### config.mk
export PLATFORM = sky130hd
export DESIGN_NAME = arf_top
export DESIGN_NICKNAME = d
export VERILOG_FILES = /design/src/core/arf_pkg.sv /design/src/core/arf_filter.sv /design/src/core/arf_top.sv
export VERILOG_INCLUDE_DIRS = /design/src /design/src/core
export SDC_FILE = /design/constraint.sdc
export NUM_CORES = 1
export LEC_CHECK = 0
export CORE_MARGIN = 1
export CORE_UTILIZATION = 25
export DETAILED_ROUTE_END_ITERATION = 16
export DONT_BUFFER_PORTS = 1
export HOLD_SLACK_MARGIN = 0.1
export PLACE_DENSITY_LB_ADDON = 0.1
export SYNTH_ARGS = -nofsm -noshare
export SYNTH_HDL_FRONTEND = slang
export SYNTH_SLANG_ARGS = --single-unit
### constraint.sdc
create_clock -name clk_i -period 4.5 [get_ports clk_i]
set_input_delay 0.9 -clock clk_i [delete_from_list [all_inputs] [get_ports clk_i]]
set_output_delay 0.9 -clock clk_i [all_outputs]
set_load 0.01 [all_outputs]
### src/core/arf_params.svh
`ifndef ARF_PARAMS_SVH
`define ARF_PARAMS_SVH

// ==========================================================
// Register offsets
`define ARF_ADDR_STATUS 8'h40
`define ARF_ADDR_CFG1 8'h4D
`define ARF_ADDR_IRQ_STATUS 8'h50
`define ARF_ADDR_IRQ_MASK 8'h51

// ==========================================================
// Reset values and write masks
`define ARF_CFG1_RESET 16'h0070
`define ARF_CFG1_WMASK 16'h03F8
`define ARF_IRQ_RESET 2'h0

// ==========================================================
// Field positions
`define ARF_GLOBAL_ALARM_FLAG_BIT 6
`define ARF_RATE_LSB 8
`define ARF_RATE_MSB 9
`define ARF_CHDEPTH_LSB 5
`define ARF_CHDEPTH_MSB 7
`define ARF_TMDEPTH_LSB 3
`define ARF_TMDEPTH_MSB 4
`define ARF_IRQ_CHAN_BIT 0
`define ARF_IRQ_TEMP_BIT 1

// ==========================================================
// Sizes
`define ARF_NUM_CHAN 4
`define ARF_NUM_TEMP 2
`define ARF_NUM_ALARM 6

// ==========================================================
// Timing: full conversion rate and the clock it is divided from
`define ARF_CLK_HZ 100000000
`define ARF_ADC_FULL_SPS 500000
`define ARF_ADC_BASE_CYCLES (`ARF_CLK_HZ / `ARF_ADC_FULL_SPS)

`endif

### src/core/arf_pkg.sv
`default_nettype none
`include "arf_params.svh"

package arf_pkg;

   // ==========================================================
   // Types
   typedef logic [15:0] arf_word_t;
   typedef logic [8:0] arf_depth_t;
   typedef logic [10:0] arf_div_t;

   typedef enum logic [1:0] {
      ARF_RATE_FULL,
      ARF_RATE_HALF,
      ARF_RATE_QUARTER,
      ARF_RATE_EIGHTH
   } arf_rate_e;

   // ==========================================================
   // Channel filter code to sample count
   function automatic arf_depth_t arf_chan_depth(input logic [2:0] code);
      case (code)
         3'h0: arf_chan_depth = 9'h001;
         3'h1: arf_chan_depth = 9'h004;
         3'h2: arf_chan_depth = 9'h008;
         3'h3: arf_chan_depth = 9'h010;
         3'h4: arf_chan_depth = 9'h020;
         3'h5: arf_chan_depth = 9'h040;
         3'h6: arf_chan_depth = 9'h080;
         default: arf_chan_depth = 9'h100;
      endcase
   endfunction

   // Temperature filter code to sample count
   function automatic arf_depth_t arf_temp_depth(input logic [1:0] code);
      case (code)
         2'h0: arf_temp_depth = 9'h001;
         2'h1: arf_temp_depth = 9'h002;
         2'h2: arf_temp_depth = 9'h004;
         default: arf_temp_depth = 9'h008;
      endcase
   endfunction

   // Rate code to clock cycles per conversion
   function automatic arf_div_t arf_rate_cycles(input arf_rate_e rate);
      arf_div_t base;
      base = 11'(`ARF_ADC_BASE_CYCLES);
      case (rate)
         ARF_RATE_FULL: arf_rate_cycles = base;
         ARF_RATE_HALF: arf_rate_cycles = 11'(base << 1);
         ARF_RATE_QUARTER: arf_rate_cycles = 11'(base << 2);
         default: arf_rate_cycles = 11'(base << 3);
      endcase
   endfunction

endpackage

`default_nettype wire

### src/core/arf_filter.sv
`default_nettype none

// ==========================================================
// Consecutive out-of-range counter for one alarm source
module arf_filter (
   input wire logic clk_i, // Clock
   input wire logic rst_i, // Asynchronous reset, active high
   input wire logic sample_i, // One-cycle strobe, a new sample
   input wire logic oor_i, // Sample is out of range
   input wire arf_pkg::arf_depth_t need_i, // Samples needed in a row
   output logic hit_o // Pulse, run length reached
);
   import arf_pkg::*;

   arf_depth_t count;
   arf_depth_t next_count;
   logic next_hit;

   // Run length bookkeeping; an in-range sample restarts the run
   always_comb begin
      next_count = count;
      next_hit = 1'b0;
      if (sample_i) begin
         if (!oor_i) begin
            next_count = 9'h000; // RQ11
         end else if (9'(count + 9'h001) >= need_i) begin
            next_count = need_i; // RQ9 RQ10
            next_hit = 1'b1;
         end else begin
            next_count = 9'(count + 9'h001); // RQ11
         end
      end
   end

   // Counter and hit register
   always_ff @(posedge clk_i or posedge rst_i) begin
      if (rst_i) begin
         count <= 9'h000;
         hit_o <= 1'b0;
      end else begin
         count <= next_count;
         hit_o <= next_hit;
      end
   end

endmodule

`default_nettype wire

### src/core/arf_top.sv
// Behaviour
// [RQ1] The global alarm flag in status bit 6 is the OR of all individual alarm bits of the status register.
// [RQ2] The global alarm flag sets on any alarm and stays set until the status register is read, which clears it.
// [RQ3] Reserved bits ignore writes and read as zero: status bits 5..0, configuration bits 15..10 and 2..0.
// [RQ4] The configuration register is read-write at address 4Dh and resets to 0070h.
// [RQ5] Configuration bits 9..8 are the read-write conversion rate field, reset to zero.
// [RQ6] Rate code 00 runs the converter at 500 kSPS, 01 at a half, 10 at a quarter, 11 at an eighth of it.
// [RQ7] Configuration bits 7..5 set the channel 0..3 alarm filter depth, reset to 011.
// [RQ8] Configuration bits 4..3 set the temperature alarm filter depth, reset to 10.
// [RQ9] Channel depth codes 000..111 need 1, 4, 8, 16, 32, 64, 128 or 256 out-of-range samples in a row.
// [RQ10] Temperature depth codes 00..11 need 1, 2, 4 or 8 out-of-range samples in a row.
// [RQ11] Every alarm source has its own run counter, restarted by any in-range sample.
//
// Strobed register access was left to the implementer.
`default_nettype none
`include "arf_params.svh"

module arf_top (
   input wire logic clk_i, // Clock, 100 MHz
   input wire logic rst_i, // Asynchronous reset, active high
   input wire logic [7:0] reg_addr_i, // Register address
   input wire arf_pkg::arf_word_t reg_wdata_i, // Write data
   input wire logic reg_wr_i, // Write strobe
   input wire logic reg_rd_i, // Read strobe
   output arf_pkg::arf_word_t reg_rdata_o, // Read data, cycle after strobe
   input wire logic [3:0] chan_sample_i, // Channel sample strobes
   input wire logic [3:0] chan_oor_i, // Channel sample out of range
   input wire logic [1:0] temp_sample_i, // Temperature sample strobes
   input wire logic [1:0] temp_oor_i, // Temperature sample out of range
   output logic adc_conv_o, // Conversion start pulse
   output logic [1:0] adc_rate_select_o, // Current rate code
   output logic [2:0] chan_false_alarm_depth_o, // Current channel depth code
   output logic [1:0] temp_false_alarm_depth_o, // Current temperature depth code
   output logic [5:0] alarm_bits_o, // Latched individual alarms
   output logic global_alarm_flag_o, // Global alarm flag
   output logic irq_o // Interrupt, level, active high
);
   import arf_pkg::*;

   // ==========================================================
   // Declarations
   arf_word_t cfg1;
   logic [5:0] alarm_bits;
   logic global_alarm_flag;
   logic [1:0] irq_status;
   logic [1:0] irq_mask;
   arf_div_t conv_count;
   arf_rate_e rate_sel;
   arf_depth_t chan_need;
   arf_depth_t temp_need;
   arf_div_t conv_limit;
   logic [3:0] chan_hit;
   logic [1:0] temp_hit;
   logic [5:0] all_hit;
   logic [5:0] next_alarm_bits;
   logic [1:0] irq_event;
   logic [1:0] next_irq_status;
   logic status_read;
   logic cfg1_write;
   logic irq_status_write;
   logic irq_mask_write;
   arf_word_t next_rdata;

   // ==========================================================
   // Address decode
   always_comb begin
      status_read = reg_rd_i && (reg_addr_i == `ARF_ADDR_STATUS);
      cfg1_write = reg_wr_i && (reg_addr_i == `ARF_ADDR_CFG1);
      irq_status_write = reg_wr_i && (reg_addr_i == `ARF_ADDR_IRQ_STATUS);
      irq_mask_write = reg_wr_i && (reg_addr_i == `ARF_ADDR_IRQ_MASK);
   end

   // ==========================================================
   // Configuration register
   // Only the rate and depth fields take write data; reserved bits stay zero
   always_ff @(posedge clk_i or posedge rst_i) begin
      if (rst_i) begin
         cfg1 <= `ARF_CFG1_RESET; // RQ4 RQ5 RQ7 RQ8
      end else if (cfg1_write) begin
         cfg1 <= reg_wdata_i & `ARF_CFG1_WMASK; // RQ3 RQ4
      end
   end

   // Field extraction
   always_comb begin
      rate_sel = arf_rate_e'(cfg1[`ARF_RATE_MSB:`ARF_RATE_LSB]); // RQ5
      chan_need = arf_chan_depth(cfg1[`ARF_CHDEPTH_MSB:`ARF_CHDEPTH_LSB]); // RQ7 RQ9
      temp_need = arf_temp_depth(cfg1[`ARF_TMDEPTH_MSB:`ARF_TMDEPTH_LSB]); // RQ8 RQ10
      conv_limit = arf_rate_cycles(rate_sel); // RQ6
   end

   // Field outputs come straight from the register
   assign adc_rate_select_o = cfg1[`ARF_RATE_MSB:`ARF_RATE_LSB];
   assign chan_false_alarm_depth_o = cfg1[`ARF_CHDEPTH_MSB:`ARF_CHDEPTH_LSB];
   assign temp_false_alarm_depth_o = cfg1[`ARF_TMDEPTH_MSB:`ARF_TMDEPTH_LSB];

   // ==========================================================
   // Conversion rate divider
   // A pulse every 200, 400, 800 or 1600 cycles; the compare is
   // greater-or-equal so a rate change mid-period cannot overrun
   always_ff @(posedge clk_i or posedge rst_i) begin
      if (rst_i) begin
         conv_count <= 11'h000;
         adc_conv_o <= 1'b0;
      end else if (11'(conv_count + 11'h001) >= conv_limit) begin
         conv_count <= 11'h000; // RQ6
         adc_conv_o <= 1'b1;
      end else begin
         conv_count <= 11'(conv_count + 11'h001);
         adc_conv_o <= 1'b0;
      end
   end

   // ==========================================================
   // Alarm filters, one per source
   genvar gi;
   generate
      for (gi = 0; gi < `ARF_NUM_CHAN; gi = gi + 1) begin : g_chan
         // Channel source filter
         arf_filter u_filter (
            .clk_i(clk_i),
            .rst_i(rst_i),
            .sample_i(chan_sample_i[gi]),
            .oor_i(chan_oor_i[gi]),
            .need_i(chan_need),
            .hit_o(chan_hit[gi])
         ); // RQ11
      end
      for (gi = 0; gi < `ARF_NUM_TEMP; gi = gi + 1) begin : g_temp
         // Temperature source filter
         arf_filter u_filter (
            .clk_i(clk_i),
            .rst_i(rst_i),
            .sample_i(temp_sample_i[gi]),
            .oor_i(temp_oor_i[gi]),
            .need_i(temp_need),
            .hit_o(temp_hit[gi])
         ); // RQ11
      end
   endgenerate

   // ==========================================================
   // Latched alarms and global flag
   // A status read clears everything, but a hit in the same cycle wins
   always_comb begin
      all_hit = {temp_hit, chan_hit};
      if (status_read) begin
         next_alarm_bits = all_hit; // RQ2
      end else begin
         next_alarm_bits = alarm_bits | all_hit; // RQ2
      end
   end

   // Alarm bit and flag registers
   always_ff @(posedge clk_i or posedge rst_i) begin
      if (rst_i) begin
         alarm_bits <= 6'h00;
         global_alarm_flag <= 1'b0;
      end else begin
         alarm_bits <= next_alarm_bits;
         global_alarm_flag <= |next_alarm_bits; // RQ1 RQ2
      end
   end

   assign alarm_bits_o = alarm_bits;
   assign global_alarm_flag_o = global_alarm_flag;

   // ==========================================================
   // Interrupt status and mask
   // Write one to clear; a new event in the same cycle keeps its bit
   always_comb begin
      irq_event[`ARF_IRQ_CHAN_BIT] = |chan_hit;
      irq_event[`ARF_IRQ_TEMP_BIT] = |temp_hit;
      next_irq_status = irq_status;
      if (irq_status_write) begin
         next_irq_status = irq_status & ~reg_wdata_i[1:0];
      end
      next_irq_status = next_irq_status | irq_event;
   end

   // Interrupt registers
   always_ff @(posedge clk_i or posedge rst_i) begin
      if (rst_i) begin
         irq_status <= `ARF_IRQ_RESET;
         irq_mask <= `ARF_IRQ_RESET;
      end else begin
         irq_status <= next_irq_status;
         if (irq_mask_write) begin
            irq_mask <= reg_wdata_i[1:0];
         end
      end
   end

   assign irq_o = |(irq_status & irq_mask);

   // ==========================================================
   // Read path
   // Status shows only the flag; unmapped addresses read zero
   always_comb begin
      next_rdata = 16'h0000;
      case (reg_addr_i)
         `ARF_ADDR_STATUS: next_rdata[`ARF_GLOBAL_ALARM_FLAG_BIT] = global_alarm_flag; // RQ1 RQ3
         `ARF_ADDR_CFG1: next_rdata = cfg1; // RQ3 RQ4
         `ARF_ADDR_IRQ_STATUS: next_rdata[1:0] = irq_status;
         `ARF_ADDR_IRQ_MASK: next_rdata[1:0] = irq_mask;
         default: next_rdata = 16'h0000;
      endcase
   end

   // Read data register, valid the cycle after the strobe only
   always_ff @(posedge clk_i or posedge rst_i) begin
      if (rst_i) begin
         reg_rdata_o <= 16'h0000;
      end else if (reg_rd_i) begin
         reg_rdata_o <= next_rdata;
      end else begin
         reg_rdata_o <= 16'h0000;
      end
   end

endmodule

`default_nettype wire

; Word level (Yosys, flattened, before mapping)
; Index checks and enable logic that the tools add are counted.
[classes]
n_mux = 42
n_reduce_logical = 11
n_bitwise = 5
n_eq_ne = 14
add_sub_neg = 7
order_cmp = 7
[ops]
columns = op, n
row1 = $mux 9, 12
row2 = $pmux 9 s7, 1
row3 = $add 9x1->9 const B, 6
row4 = $ge 9x9->1, 4
row5 = $pmux 11 s3, 1
row6 = $eq 8x7->1 const B, 4
row7 = $mux 1, 19
row8 = $ge 9x4->1, 2
row9 = $mux 16, 1
row10 = $pmux 4 s3, 1
row11 = $add 11x1->11 const B, 1
row12 = $ge 11x11->1, 1
row13 = $mux 11, 1
row14 = $eq 3x3->1 const B, 3
row15 = $eq 3x2->1 const B, 2
row16 = $mux 6, 1
row17 = $or 6x6->6, 1
row18 = $reduce_or 6->1, 1
row19 = $and 2x2->2, 2
row20 = $eq 2x1->1 const B, 2
row21 = $eq 2x2->1 const B, 2
row22 = $logic_and 1x1->1, 4
row23 = $logic_not 2->1, 2
row24 = $mux 4, 1
row25 = other kinds (10), 11
[word_totals]
wordCells = 106
output_inout_bits = 32
regBits = 106
input_bits = 40

; Longest topological paths before layout
; Gate-level depths: netlist (run 1).
[depth]
depth_word = 6
depth_mapped = 13
mapped_depth_nobuf = 12

; Modules after synthesis
; Synthesis (run 1) repeated with hierarchy kept, for this count alone.
[unflattened]
cells_unflattened = 779
area_unflattened_um2 = 7493.4
[modules_own_cells]
columns = mod, n_inst, seq_area_each_um2, cells_per_inst, area_per_inst_um2
row1 = arf_filter at g_chan[2].u_filter ..., 3, 250.2, 97, 894.6
row2 = arf_top, 1, 979.7, 187, 2008.2
row3 = arf_filter at g_chan[0].u_filter ..., 2, 250.2, 99, 952.2
row4 = arf_filter at g_chan[1].u_filter, 1, 250.2, 103, 897.1

; Worst setup path before layout (run 1)
; OpenSTA, ideal clock, no wires.
[synth_path]
kind = reg2reg
startpoint = reg g_chan[2].u_filter.count[0]
endpoint = reg g_chan[2].u_filter.count[2]
period_less_slack_ps = 3088
stages_incl_launch_ff = 14
required_time_ps = 4353
path_slack_ps = 1412
n_path_buf = 1
t_arrival_ps = 2941
setup_time_ps = 147
path_cell_list = dfrtp_1 ha_1 nand3_1 or2_2 nand2_1 nand2_1 ha_1 a21o_1 a21o_1 a2111oi_2 nor2_1 clkbuf_1 mux2i_1 o221ai_1
[synth_between]
elab_chain_cells = 4
[synth_rtl]
columns = element, line
row1 = "start, declared", arf_filter.sv:15  ; arf_depth_t count;
row2 = "start signal, assigned", arf_filter.sv:41  ; count <= next_count;
row3 = $add 9x1->9 (*), "arf_filter.sv:26, arf_filter.sv:30"
row4 = $ge 9x9->1, arf_filter.sv:26  ; end else if (9'(count + 9'h001) >= need_i) begin
row5 = $mux 9 (*), arf_filter.sv:26
row6 = $mux 9 (*), arf_filter.sv:24  ; if (!oor_i) begin
; Mark *: on every way between the ends. The rest lies on a longest branch, timed or not.
; A chain may end at the register's enable or synchronous reset.

; Final worst setup path (run 1)
[layout_path]
startpoint = reg g_chan[2].u_filter.count[0]
endpoint = reg g_chan[2].u_filter.count[6]
; Same word-level chain as after synthesis.

==> results.toml, run 1 <==
[timing]
tns_ns = 0
rsz0062_at_grt = "false"
relSlewSlack = 0.1881
finalCritPeriodShare = 0.8235
hold_viol_final = 0
max_freq_ghz = 0.2698
fin_skew_ns = 0.01134
max_slew.worst_pin.slew_ns = 1.213
finalSetupViolCount = 0
layout_min_cycle_time_ns = 3.706
final_max_slew_viol_count = 0

[yosys]
seq_area_frac_synth = 0.3792
ys_warn_count = 0
syn_area_per_cell_um2 = 9.650
synth_compound_area_frac = 0.1448
synth_xor_area_frac = 0.05355
synth_top_area_frac = 0.3672
synth_edf_count = 0
syn_inst = 678
synth-main-ff-cell = "dfrtp_1"
yosys.area_share.adder = 0.1147
ys_async_sr_fraction = 1.000
synthDistinctLibCells = 69
synth_simple_gate_area_frac = 0.2304
ys_ff_latch = 99
syn-cell-area_mm2 = 0.006543
synth_top_family_by_area = "simple AND/OR/NAND/NOR gates"
synthTopCellsByArea = "dfrtp_1 (37%), ha_1 (11%), xnor2_1 (3.3%)"
synth_top_area_cell = "dfrtp_1"
synth_mux_area_frac = 0.03423

[setup_path]
cp_max_fo = 15
rr_endpoint = "g_chan[2].u_filter.count[6]"
cp.required_ns = 4.76
cp-end-kind = "register"
crit_type = "reg2reg"
cp.arrival_ns = 3.97
r2r-start = "g_chan[2].u_filter.count[0]"
ff2ff_path_depth = 12
regToRegSetupSlack_ns = 0.79
critPathLaunchType = "register"

[clock_network]
hold_buffers = 0
cts_buffer_depth = 2
cts_made_buffers = 9
path_clk_slew_ns = 0.08
post_cts_resized = 0
clk_latency_ns = 0.36
postCtsSetupRepairBufs = 0
htreeDepth = 3
cts_root_buffer = "clkbuf_16"
cts.sinks = 99
cts_tree = "built"

[die]
core-area_mm2 = 0.02540
rows = 58
fp.dieW_um = 163.8
die_h_um = 163.8
io_pins = 72
initial_core_util = 0.2576
die-area_mm2 = 0.02682

[finish]
final_common_cell = "dfrtp_1"
drive_above_1_share = 0.08358
fillers = 2687
antenna_cells = 0
final_cell_count_no_fill = 1012
nets = 777
multi_input_area_mm2 = 0.003806
layout_common_cells = "dfrtp_1 (96), ha_1 (60), nand2_1 (48)"
area_growth_pct = 10.67
seqCellArea_mm2 = 0.002481

[global_route]
overflow = 0
grt_pass1_vias = 5136
antenna_found_initial = 0
grt_max_degree = 75
grt_pass1_wl_um = 27350
track_usage = 0.1311

[routing]
vias = 5030
drt_first_pass_iters = 4
drcViolationCount = 0
avgRoutedWirePerCell_um = 16.44
drt-met1-wl_um = 8063
drt_wl_total_um = 16640
met3_length_um = 503
first_iter_violations = 200
via_per_inst = 4.970
wl_met2_um = 7848
drtAntennaViolNets = 0
top_layer_used = "met4"

[power_and_ir_drop]
power.density_mw_per_mm2 = 354.0
p_leak_uw = 0.003130
vdd_drop_max_v = 0.0001470

[min_path]
hp-start = "conv_count[0]"
hold_depth = 1
hold_path.class = "reg2reg"
hold-path-endpoint = "conv_count[0]"

[placement]
dp.cells = 996
numPortBuffers = 0
dp_hpwl_um = 12010
gp_congestion = 0.7724

[run]
max_cap_violations = 0

[outcome]
outcome = "finished, final reports clean"
-- sequential cells by signal, indices dropped and copies added, names as in the netlist, 4 cells and up --
register,flops
g_chan.u_filter.count,36
g_temp.u_filter.count,18
conv_count,11
reg_rdata_o,9
cfg1,7
alarm_bits_o,6
g_chan.u_filter.hit_o,4
-- metrics by stage --
stage          power, µW  instance area [µm²]  worst slack, ns  utilization  hold WS (ns)
3_5_place_dp        1766                 6939           0.8372       0.2732        0.4607
5_1_grt             2740                 7241           0.5790       0.2851        0.5112
6_report            2563                 7241           0.7942       0.2851        0.4661
3_3_place_gp        1750                 6939           0.8945       0.2732        0.4500
2_1_floorplan       1598                 6565            1.015            -        0.4329
4_1_cts             2609                 7241           0.7953       0.2851        0.4710
-- how the worst max path moves through the flow --
stage	to	start	cells past startpoint	slack [ns]
after global placement	g_chan[2].u_filter.count[6]	g_chan[2].u_filter.count[0]	12	0.89
after detailed placement	g_chan[2].u_filter.count[6]	g_chan[2].u_filter.count[0]	12	0.84
final	g_chan[2].u_filter.count[6]	g_chan[2].u_filter.count[0]	12	0.79
after global routing	g_chan[2].u_filter.count[6]	g_chan[2].u_filter.count[0]	12	0.58
after floorplan	adc_conv_o	rst_i	1	1.01
after CTS	g_chan[2].u_filter.count[6]	g_chan[2].u_filter.count[0]	12	0.80
-- metal layers --
| metal | GRT usage | vias up |
|---|---|---|
| met4 | 0.03914 | 0 |
| met5 | 0 | - |
| met3 | 0.02424 | 14 |
| li1 | - | 2489 |
| met1 | 0.1700 | 2452 |
| met2 | 0.2201 | 75 |
-- logic make-up (layout without fill, tap and decap cells) --
logic type / after synthesis / count (layout)
other cells: 1 / 7
compound gates: 123 / 123
xor+xnor: 40 / 40
mux: 21 / 21
flops: 99 / 99
simple gates: 268 / 268
buf+inv: 66 / 64
fa+ha+maj: 60 / 60
-- area by class of cell --
type / instances / area share
Multi-Input combinational cell: 519 / 0.5257
Sequential cell: 99 / 0.3427
Tap cell: 330 / 0.05702
Clock buffer: 9 / 0.03110
Inverter: 33 / 0.01745
Timing Repair Buffer: 15 / 0.01555
Clock inverter: 7 / 0.01054
-- cells in the mapped netlist (all sizes together), types with 16 or more instances --
cell type   n
ha         60
nand4      21
nand2      48
nand3      34
o21ai      19
dfrtp      96
xnor2      25
nor3       16
nor2       37
clkbuf     23
nor2b      24
inv        32
-- critical path: stages (launching register included) --
cell and delay [ns]:
dfrtp_1 0.40, ha_1 0.26, nand3_1 0.21, or2_2 0.38
nand2_1 0.07, nand2_1 0.06, ha_1 0.30, a21o_1 0.12
a21o_1 0.14, o22ai_1 0.14, nor2_1 0.94, mux2_2 0.42
o221ai_1 0.16
-- report_power, final --
group | internal, µW | switching (µW)
logic | 291 | 391
registers | 969 | 92.8
clock network | 398 | 420
total | 1660 | 905
Power figures use the tool's default switching activity.
==> run 2: changes to the inputs <==
==> constraint.sdc (replaced) <==
create_clock -name clk_i -period 3.7 [get_ports clk_i]
set_input_delay 0.74 -clock clk_i [delete_from_list [all_inputs] [get_ports clk_i]]
set_output_delay 0.74 -clock clk_i [all_outputs]
set_load 0.01 [all_outputs]
==> run 2 against run 1 <==
  * Core utilization up 0.15 points
  * Non-clock buffer count grew 3
  * Worst setup slack got worse by 0.37 ns
  * First-iteration DRC count up 1.5%
  * Critical path type unchanged
  * Largest power group unchanged
  * Highest routed layer unchanged
==> results.toml, run 2 (synthesis gave the netlist of run 1 again) <==
[die]
core-area_mm2 = 0.02540
rows = 58
die-area_mm2 = 0.02682
fp.dieW_um = 163.8
die_h_um = 163.8
io_pins = 72
initial_core_util = 0.2576

[clock_network]
path_clk_slew_ns = 0.07
post_cts_resized = 0
cts_made_buffers = 9
cts_buffer_depth = 2
clk_latency_ns = 0.35
hold_buffers = 0
cts_tree = "built"
cts_root_buffer = "clkbuf_16"
cts.sinks = 99
htreeDepth = 3
postCtsSetupRepairBufs = 0

[setup_path]
critPathMaxStageDelay_ns = 0.40
worstPathCellList = "ha_1 -> nand3_1 -> or2_2 -> nand2_1 -> nand2_1 -> ha_1 -> a21o_1 -> a21o_1 -> a2111oi_2 -> nor2_1 -> buf_4 -> o31a_1 -> o221ai_1"
rr_endpoint = "g_chan[2].u_filter.count[5]"
crit_cells = 13
path_delay_family = "compound AO/OA/AOI/OAI gates"
r2r-start = "g_chan[2].u_filter.count[0]"
regToRegSetupSlack_ns = 0.43
cp.arrival_ns = 3.53
critPathCapture = "g_chan[2].u_filter.count[5]"
critPathLaunchType = "register"
crit_start = "g_chan[2].u_filter.count[0]"
slowest_stage = "dfrtp_1"
ff2ff_path_depth = 13
cp_max_fo = 9
cp-end-kind = "register"
crit_type = "reg2reg"
cp.required_ns = 3.96
cp_num_buf_inv = 1

[finish]
largest_register = "g_chan.u_filter.count"
drive_above_1_share = 0.08467
nets = 780
largest_reg_flops = 36
fillers = 2696
multi_input_area_mm2 = 0.003806
seqCellArea_mm2 = 0.002481
area_growth_pct = 11.26
layout_common_cells = "dfrtp_1 (96), ha_1 (60), nand2_1 (48)"
final_common_cell = "dfrtp_1"
largest_registers = "g_chan.u_filter.count (36), g_temp.u_filter.count (18), conv_count (11)"

[timing]
final_max_slew_viol_count = 0
fin_skew_ns = 0.009725
max_freq_ghz = 0.3055
fin_ws_ns = 0.4263
finalSetupViolCount = 0
hold_viol_final = 0
relSlewSlack = 0.4207
finalCritPeriodShare = 0.8848
layout_min_cycle_time_ns = 3.274
max_slew.worst_pin.slew_ns = 0.8657
rsz0062_at_grt = "false"
tns_ns = 0

[global_route]
track_usage = 0.1314
overflow = 0
grt_pass1_wl_um = 27360
grt_pass1_vias = 4980
grt_max_degree = 60
antenna_found_initial = 0

[outcome]
outcome = "finished, final reports clean"

[routing]
drcViolationCount = 0
drt_first_pass_iters = 4
drtAntennaViolNets = 0
avgRoutedWirePerCell_um = 16.53
first_iter_violations = 203
drt_wl_total_um = 16790
vias = 5074
via_per_inst = 4.994

[power_and_ir_drop]
vdd_drop_max_v = 0.0002905
p_leak_uw = 0.003148
power.density_mw_per_mm2 = 432.0

[run]
max_cap_violations = 0

[placement]
dp_hpwl_um = 12080
numPortBuffers = 0
dp_worst_setup_slack_ns = 0.4393
gp_congestion = 0.7539

[min_path]
hold_path.class = "in2async"
-- run 2: worst reg2reg max path, delay by kind of cell, from the launching register on --
family | cells | cell delay, ns
buffers and inverters | 1 | 0.19
adder cells (fa/ha/maj) | 2 | 0.54
flip-flops | 1 | 0.40
AO/OA/AOI/OAI | 5 | 1.21
AND/OR/NAND/NOR | 5 | 0.84
-- run 2: cell type report --
type | count | area share
flip-flops and latches | 99 | 0.3408
repair buffers | 18 | 0.02028
multi-input cells | 519 | 0.5229
diodes | 1 | 0.0003438
well taps | 330 | 0.05672
clock inverters | 4 | 0.007735
inverters | 33 | 0.01736
clock buffers | 12 | 0.03386
-- run 2: power by group --
group          internal [µW]  switching, µW  leakage (µW)  total [µW]
sequential              1180            113       0.00128        1290
combinational            381            481       0.00172         862
clock                    551            440      0.000148         991
total                   2110           1030       0.00315        3140
-- run 2: how the worst min path moves through the flow --
stage                   from                          end  slack (ns)
2_1_floorplan  conv_count[0]                conv_count[0]        0.43
3_3_place_gp   conv_count[0]                conv_count[0]        0.45
3_5_place_dp   conv_count[0]                conv_count[0]        0.46
4_1_cts                rst_i  g_chan[1].u_filter.count[2]        0.36
5_1_grt                rst_i  g_chan[1].u_filter.count[2]        0.39
6_report               rst_i  g_chan[1].u_filter.count[2]        0.34
-- run 2: metrics by stage --
step             util  hold slack, ns  total power, µW  cell area (µm²)  cells
6_report       0.2866          0.3435             3145             7279   1016
5_1_grt        0.2865          0.3888             3366             7277   1015
4_1_cts        0.2865          0.3612             3209             7277   1015
3_5_place_dp   0.2746          0.4629             2181             6974    999
3_3_place_gp   0.2746          0.4458             2166             6974    999
2_1_floorplan       -          0.4329             1944             6565    684
-- run 2: per-layer routing --
layer  global-route usage  vias up  routed length (µm)  part of all wire
li1                     -     2493                   -                 -
met1               0.1732     2487                7980              0.48
met2               0.2209       81                8154              0.49
met3              0.02071       13                 441             0.026
met4              0.03704        0                 215             0.013
met5                    0        -                   0                 0
==> run 3: changes to the inputs <==
--- a/config.mk
+++ b/config.mk
@@ -11,6 +11,7 @@
 export DETAILED_ROUTE_END_ITERATION = 16
 export DONT_BUFFER_PORTS = 1
 export HOLD_SLACK_MARGIN = 0.1
+export MAX_ROUTING_LAYER = met4
 export PLACE_DENSITY_LB_ADDON = 0.1
 export SYNTH_ARGS = -nofsm -noshare
 export SYNTH_HDL_FRONTEND = slang
==> run 3 against run 2 <==
  * Global-route usage increased by 0.39 points
  * Core utilization unchanged
  * Sequential power about the same
  * Sequential share of layout area unchanged
  * Clock-buffer cell count unchanged
  * Combinational power about the same
  * Sequential cell count unchanged
  * First-iteration DRC count decreased by 11%
  * Final area unchanged
  * Worst setup slack about the same
  * Critical path type unchanged
  * Largest power group unchanged
==> results.toml, run 3 (synthesis gave the netlist of run 1 again) <==
[outcome]
outcome = "finished, final reports clean"

[global_route]
grt_pass1_wl_um = 27360
track_usage = 0.1353
grt_pass1_vias = 4981
grt_max_degree = 60
antenna_found_initial = 0
overflow = 0

[setup_path]
critPathLaunchType = "register"
worstPathCellList = "ha_1 -> nand3_1 -> or2_2 -> nand2_1 -> nand2_1 -> ha_1 -> a21o_1 -> a21o_1 -> a2111oi_2 -> nor2_1 -> buf_4 -> o31a_1 -> o221ai_1"
cp.arrival_ns = 3.53
crit_type = "reg2reg"
cp-end-kind = "register"
cp.required_ns = 3.96
critPathMaxStageDelay_ns = 0.40
cp_max_fo = 9
slowest_stage = "dfrtp_1"

[finish]
utilization = 0.2866
nets = 780
largest_reg_flops = 36
layout_common_cells = "dfrtp_1 (96), ha_1 (60), nand2_1 (48)"
final_common_cell = "dfrtp_1"
drive_above_1_share = 0.08467
final_cell_count_no_fill = 1016
largest_register = "g_chan.u_filter.count"
area_growth_pct = 11.26
largest_registers = "g_chan.u_filter.count (36), g_temp.u_filter.count (18), conv_count (11)"

[clock_network]
cts_buffer_depth = 2
cts_root_buffer = "clkbuf_16"
postCtsSetupRepairBufs = 0
htreeDepth = 3
cts_tree = "built"
hold_buffers = 0
path_clk_slew_ns = 0.07
cts.sinks = 99
cts_made_buffers = 9
post_cts_resized = 0
clk_latency_ns = 0.35

[run]
max_cap_violations = 0

[timing]
max_slew.worst_pin.slew_ns = 0.8084
tns_ns = 0
max_freq_ghz = 0.3054
layout_min_cycle_time_ns = 3.274
fin_skew_ns = 0.009628
final_max_slew_viol_count = 0
finalCritPeriodShare = 0.8849
rsz0062_at_grt = "false"
finalSetupViolCount = 0
fin_ws_ns = 0.4260
hold_viol_final = 0
relSlewSlack = 0.4591

[min_path]
hold_path.class = "in2async"

[routing]
via_per_inst = 4.987
drt_wl_total_um = 16790
vias = 5067
drt_first_pass_iters = 4
first_iter_violations = 181
avgRoutedWirePerCell_um = 16.52
drcViolationCount = 0
drtAntennaViolNets = 0

[placement]
gp_congestion = 0.7661
dp.cells = 999
dp_worst_setup_slack_ns = 0.4393
numPortBuffers = 0
dp_hpwl_um = 12080

[die]
fp.dieW_um = 163.8
die_h_um = 163.8
io_pins = 72
initial_core_util = 0.2576
die-area_mm2 = 0.02682
rows = 58
core-area_mm2 = 0.02540

[power_and_ir_drop]
power.density_mw_per_mm2 = 432.2
p_leak_uw = 0.003148
vdd_drop_max_v = 0.0002921
run 3: cell counts in the layout (fill, tap and decap cells not counted):
No cell type changed its count.
run 3: path summary, 6_finish.rpt:
path	slack, ns	depth (start not counted)	start	endpoint
max	0.43	13	g_chan[2].u_filter.count[0]	g_chan[2].u_filter.count[5]
min	0.34	1	rst_i	g_chan[1].u_filter.count[2]
max reg2reg	0.43	13	g_chan[2].u_filter.count[0]	g_chan[2].u_filter.count[5]
min reg2reg	0.47	1	conv_count[0]	conv_count[0]
max in group asynchronous	2.57	2	rst_i	cfg1[6]
min in group clk_i	0.44	1	temp_sample_i[1]	g_temp[1].u_filter.count[4]
run 3: critical path, delay by kind of cell, from the launching register on:
family                     cells  cell delay [ns]
AOI/OAI and AO/OA              5             1.20
and+or+nand+nor                5             0.84
adders and majority gates      2             0.54
DFF                            1             0.40
buffers and inverters          1             0.19
run 3: cell type report:
cell class	instances	area (µm²)
fillers	2696	18120
multi-input cells	519	3806
flip-flops and latches	99	2481
well taps	330	412.9
clock buffers	12	246.5
repair buffers	18	147.6
inverters	33	126.4
clock inverters	4	56.30
diodes	1	2.502
run 3: per-stage QoR:
stage                     instance area, µm²  hold slack, ns  total power (µW)
after global routing                    7277          0.3888              3367
after global placement                  6974          0.4458              2166
after floorplan                         6565          0.4329              1944
after detailed placement                6974          0.4629              2181
final                                   7279          0.3416              3146
after CTS                               7277          0.3612              3209
run 3: where the power goes:
part / switching [µW] / leakage [µW] / internal, µW
Combinational: 480 / 0.00172 / 381
Sequential: 113 / 0.00128 / 1180
Clock: 443 / 0.000148 / 551
run 3: routing by layer:
metal  GRT usage  vias to the layer above  share of wire
met5           -                        -              0
met4     0.03704                        0          0.013
met3     0.01919                       13          0.023
met2      0.2209                       67           0.49
met1      0.1742                     2493           0.48
li1            -                     2494              -
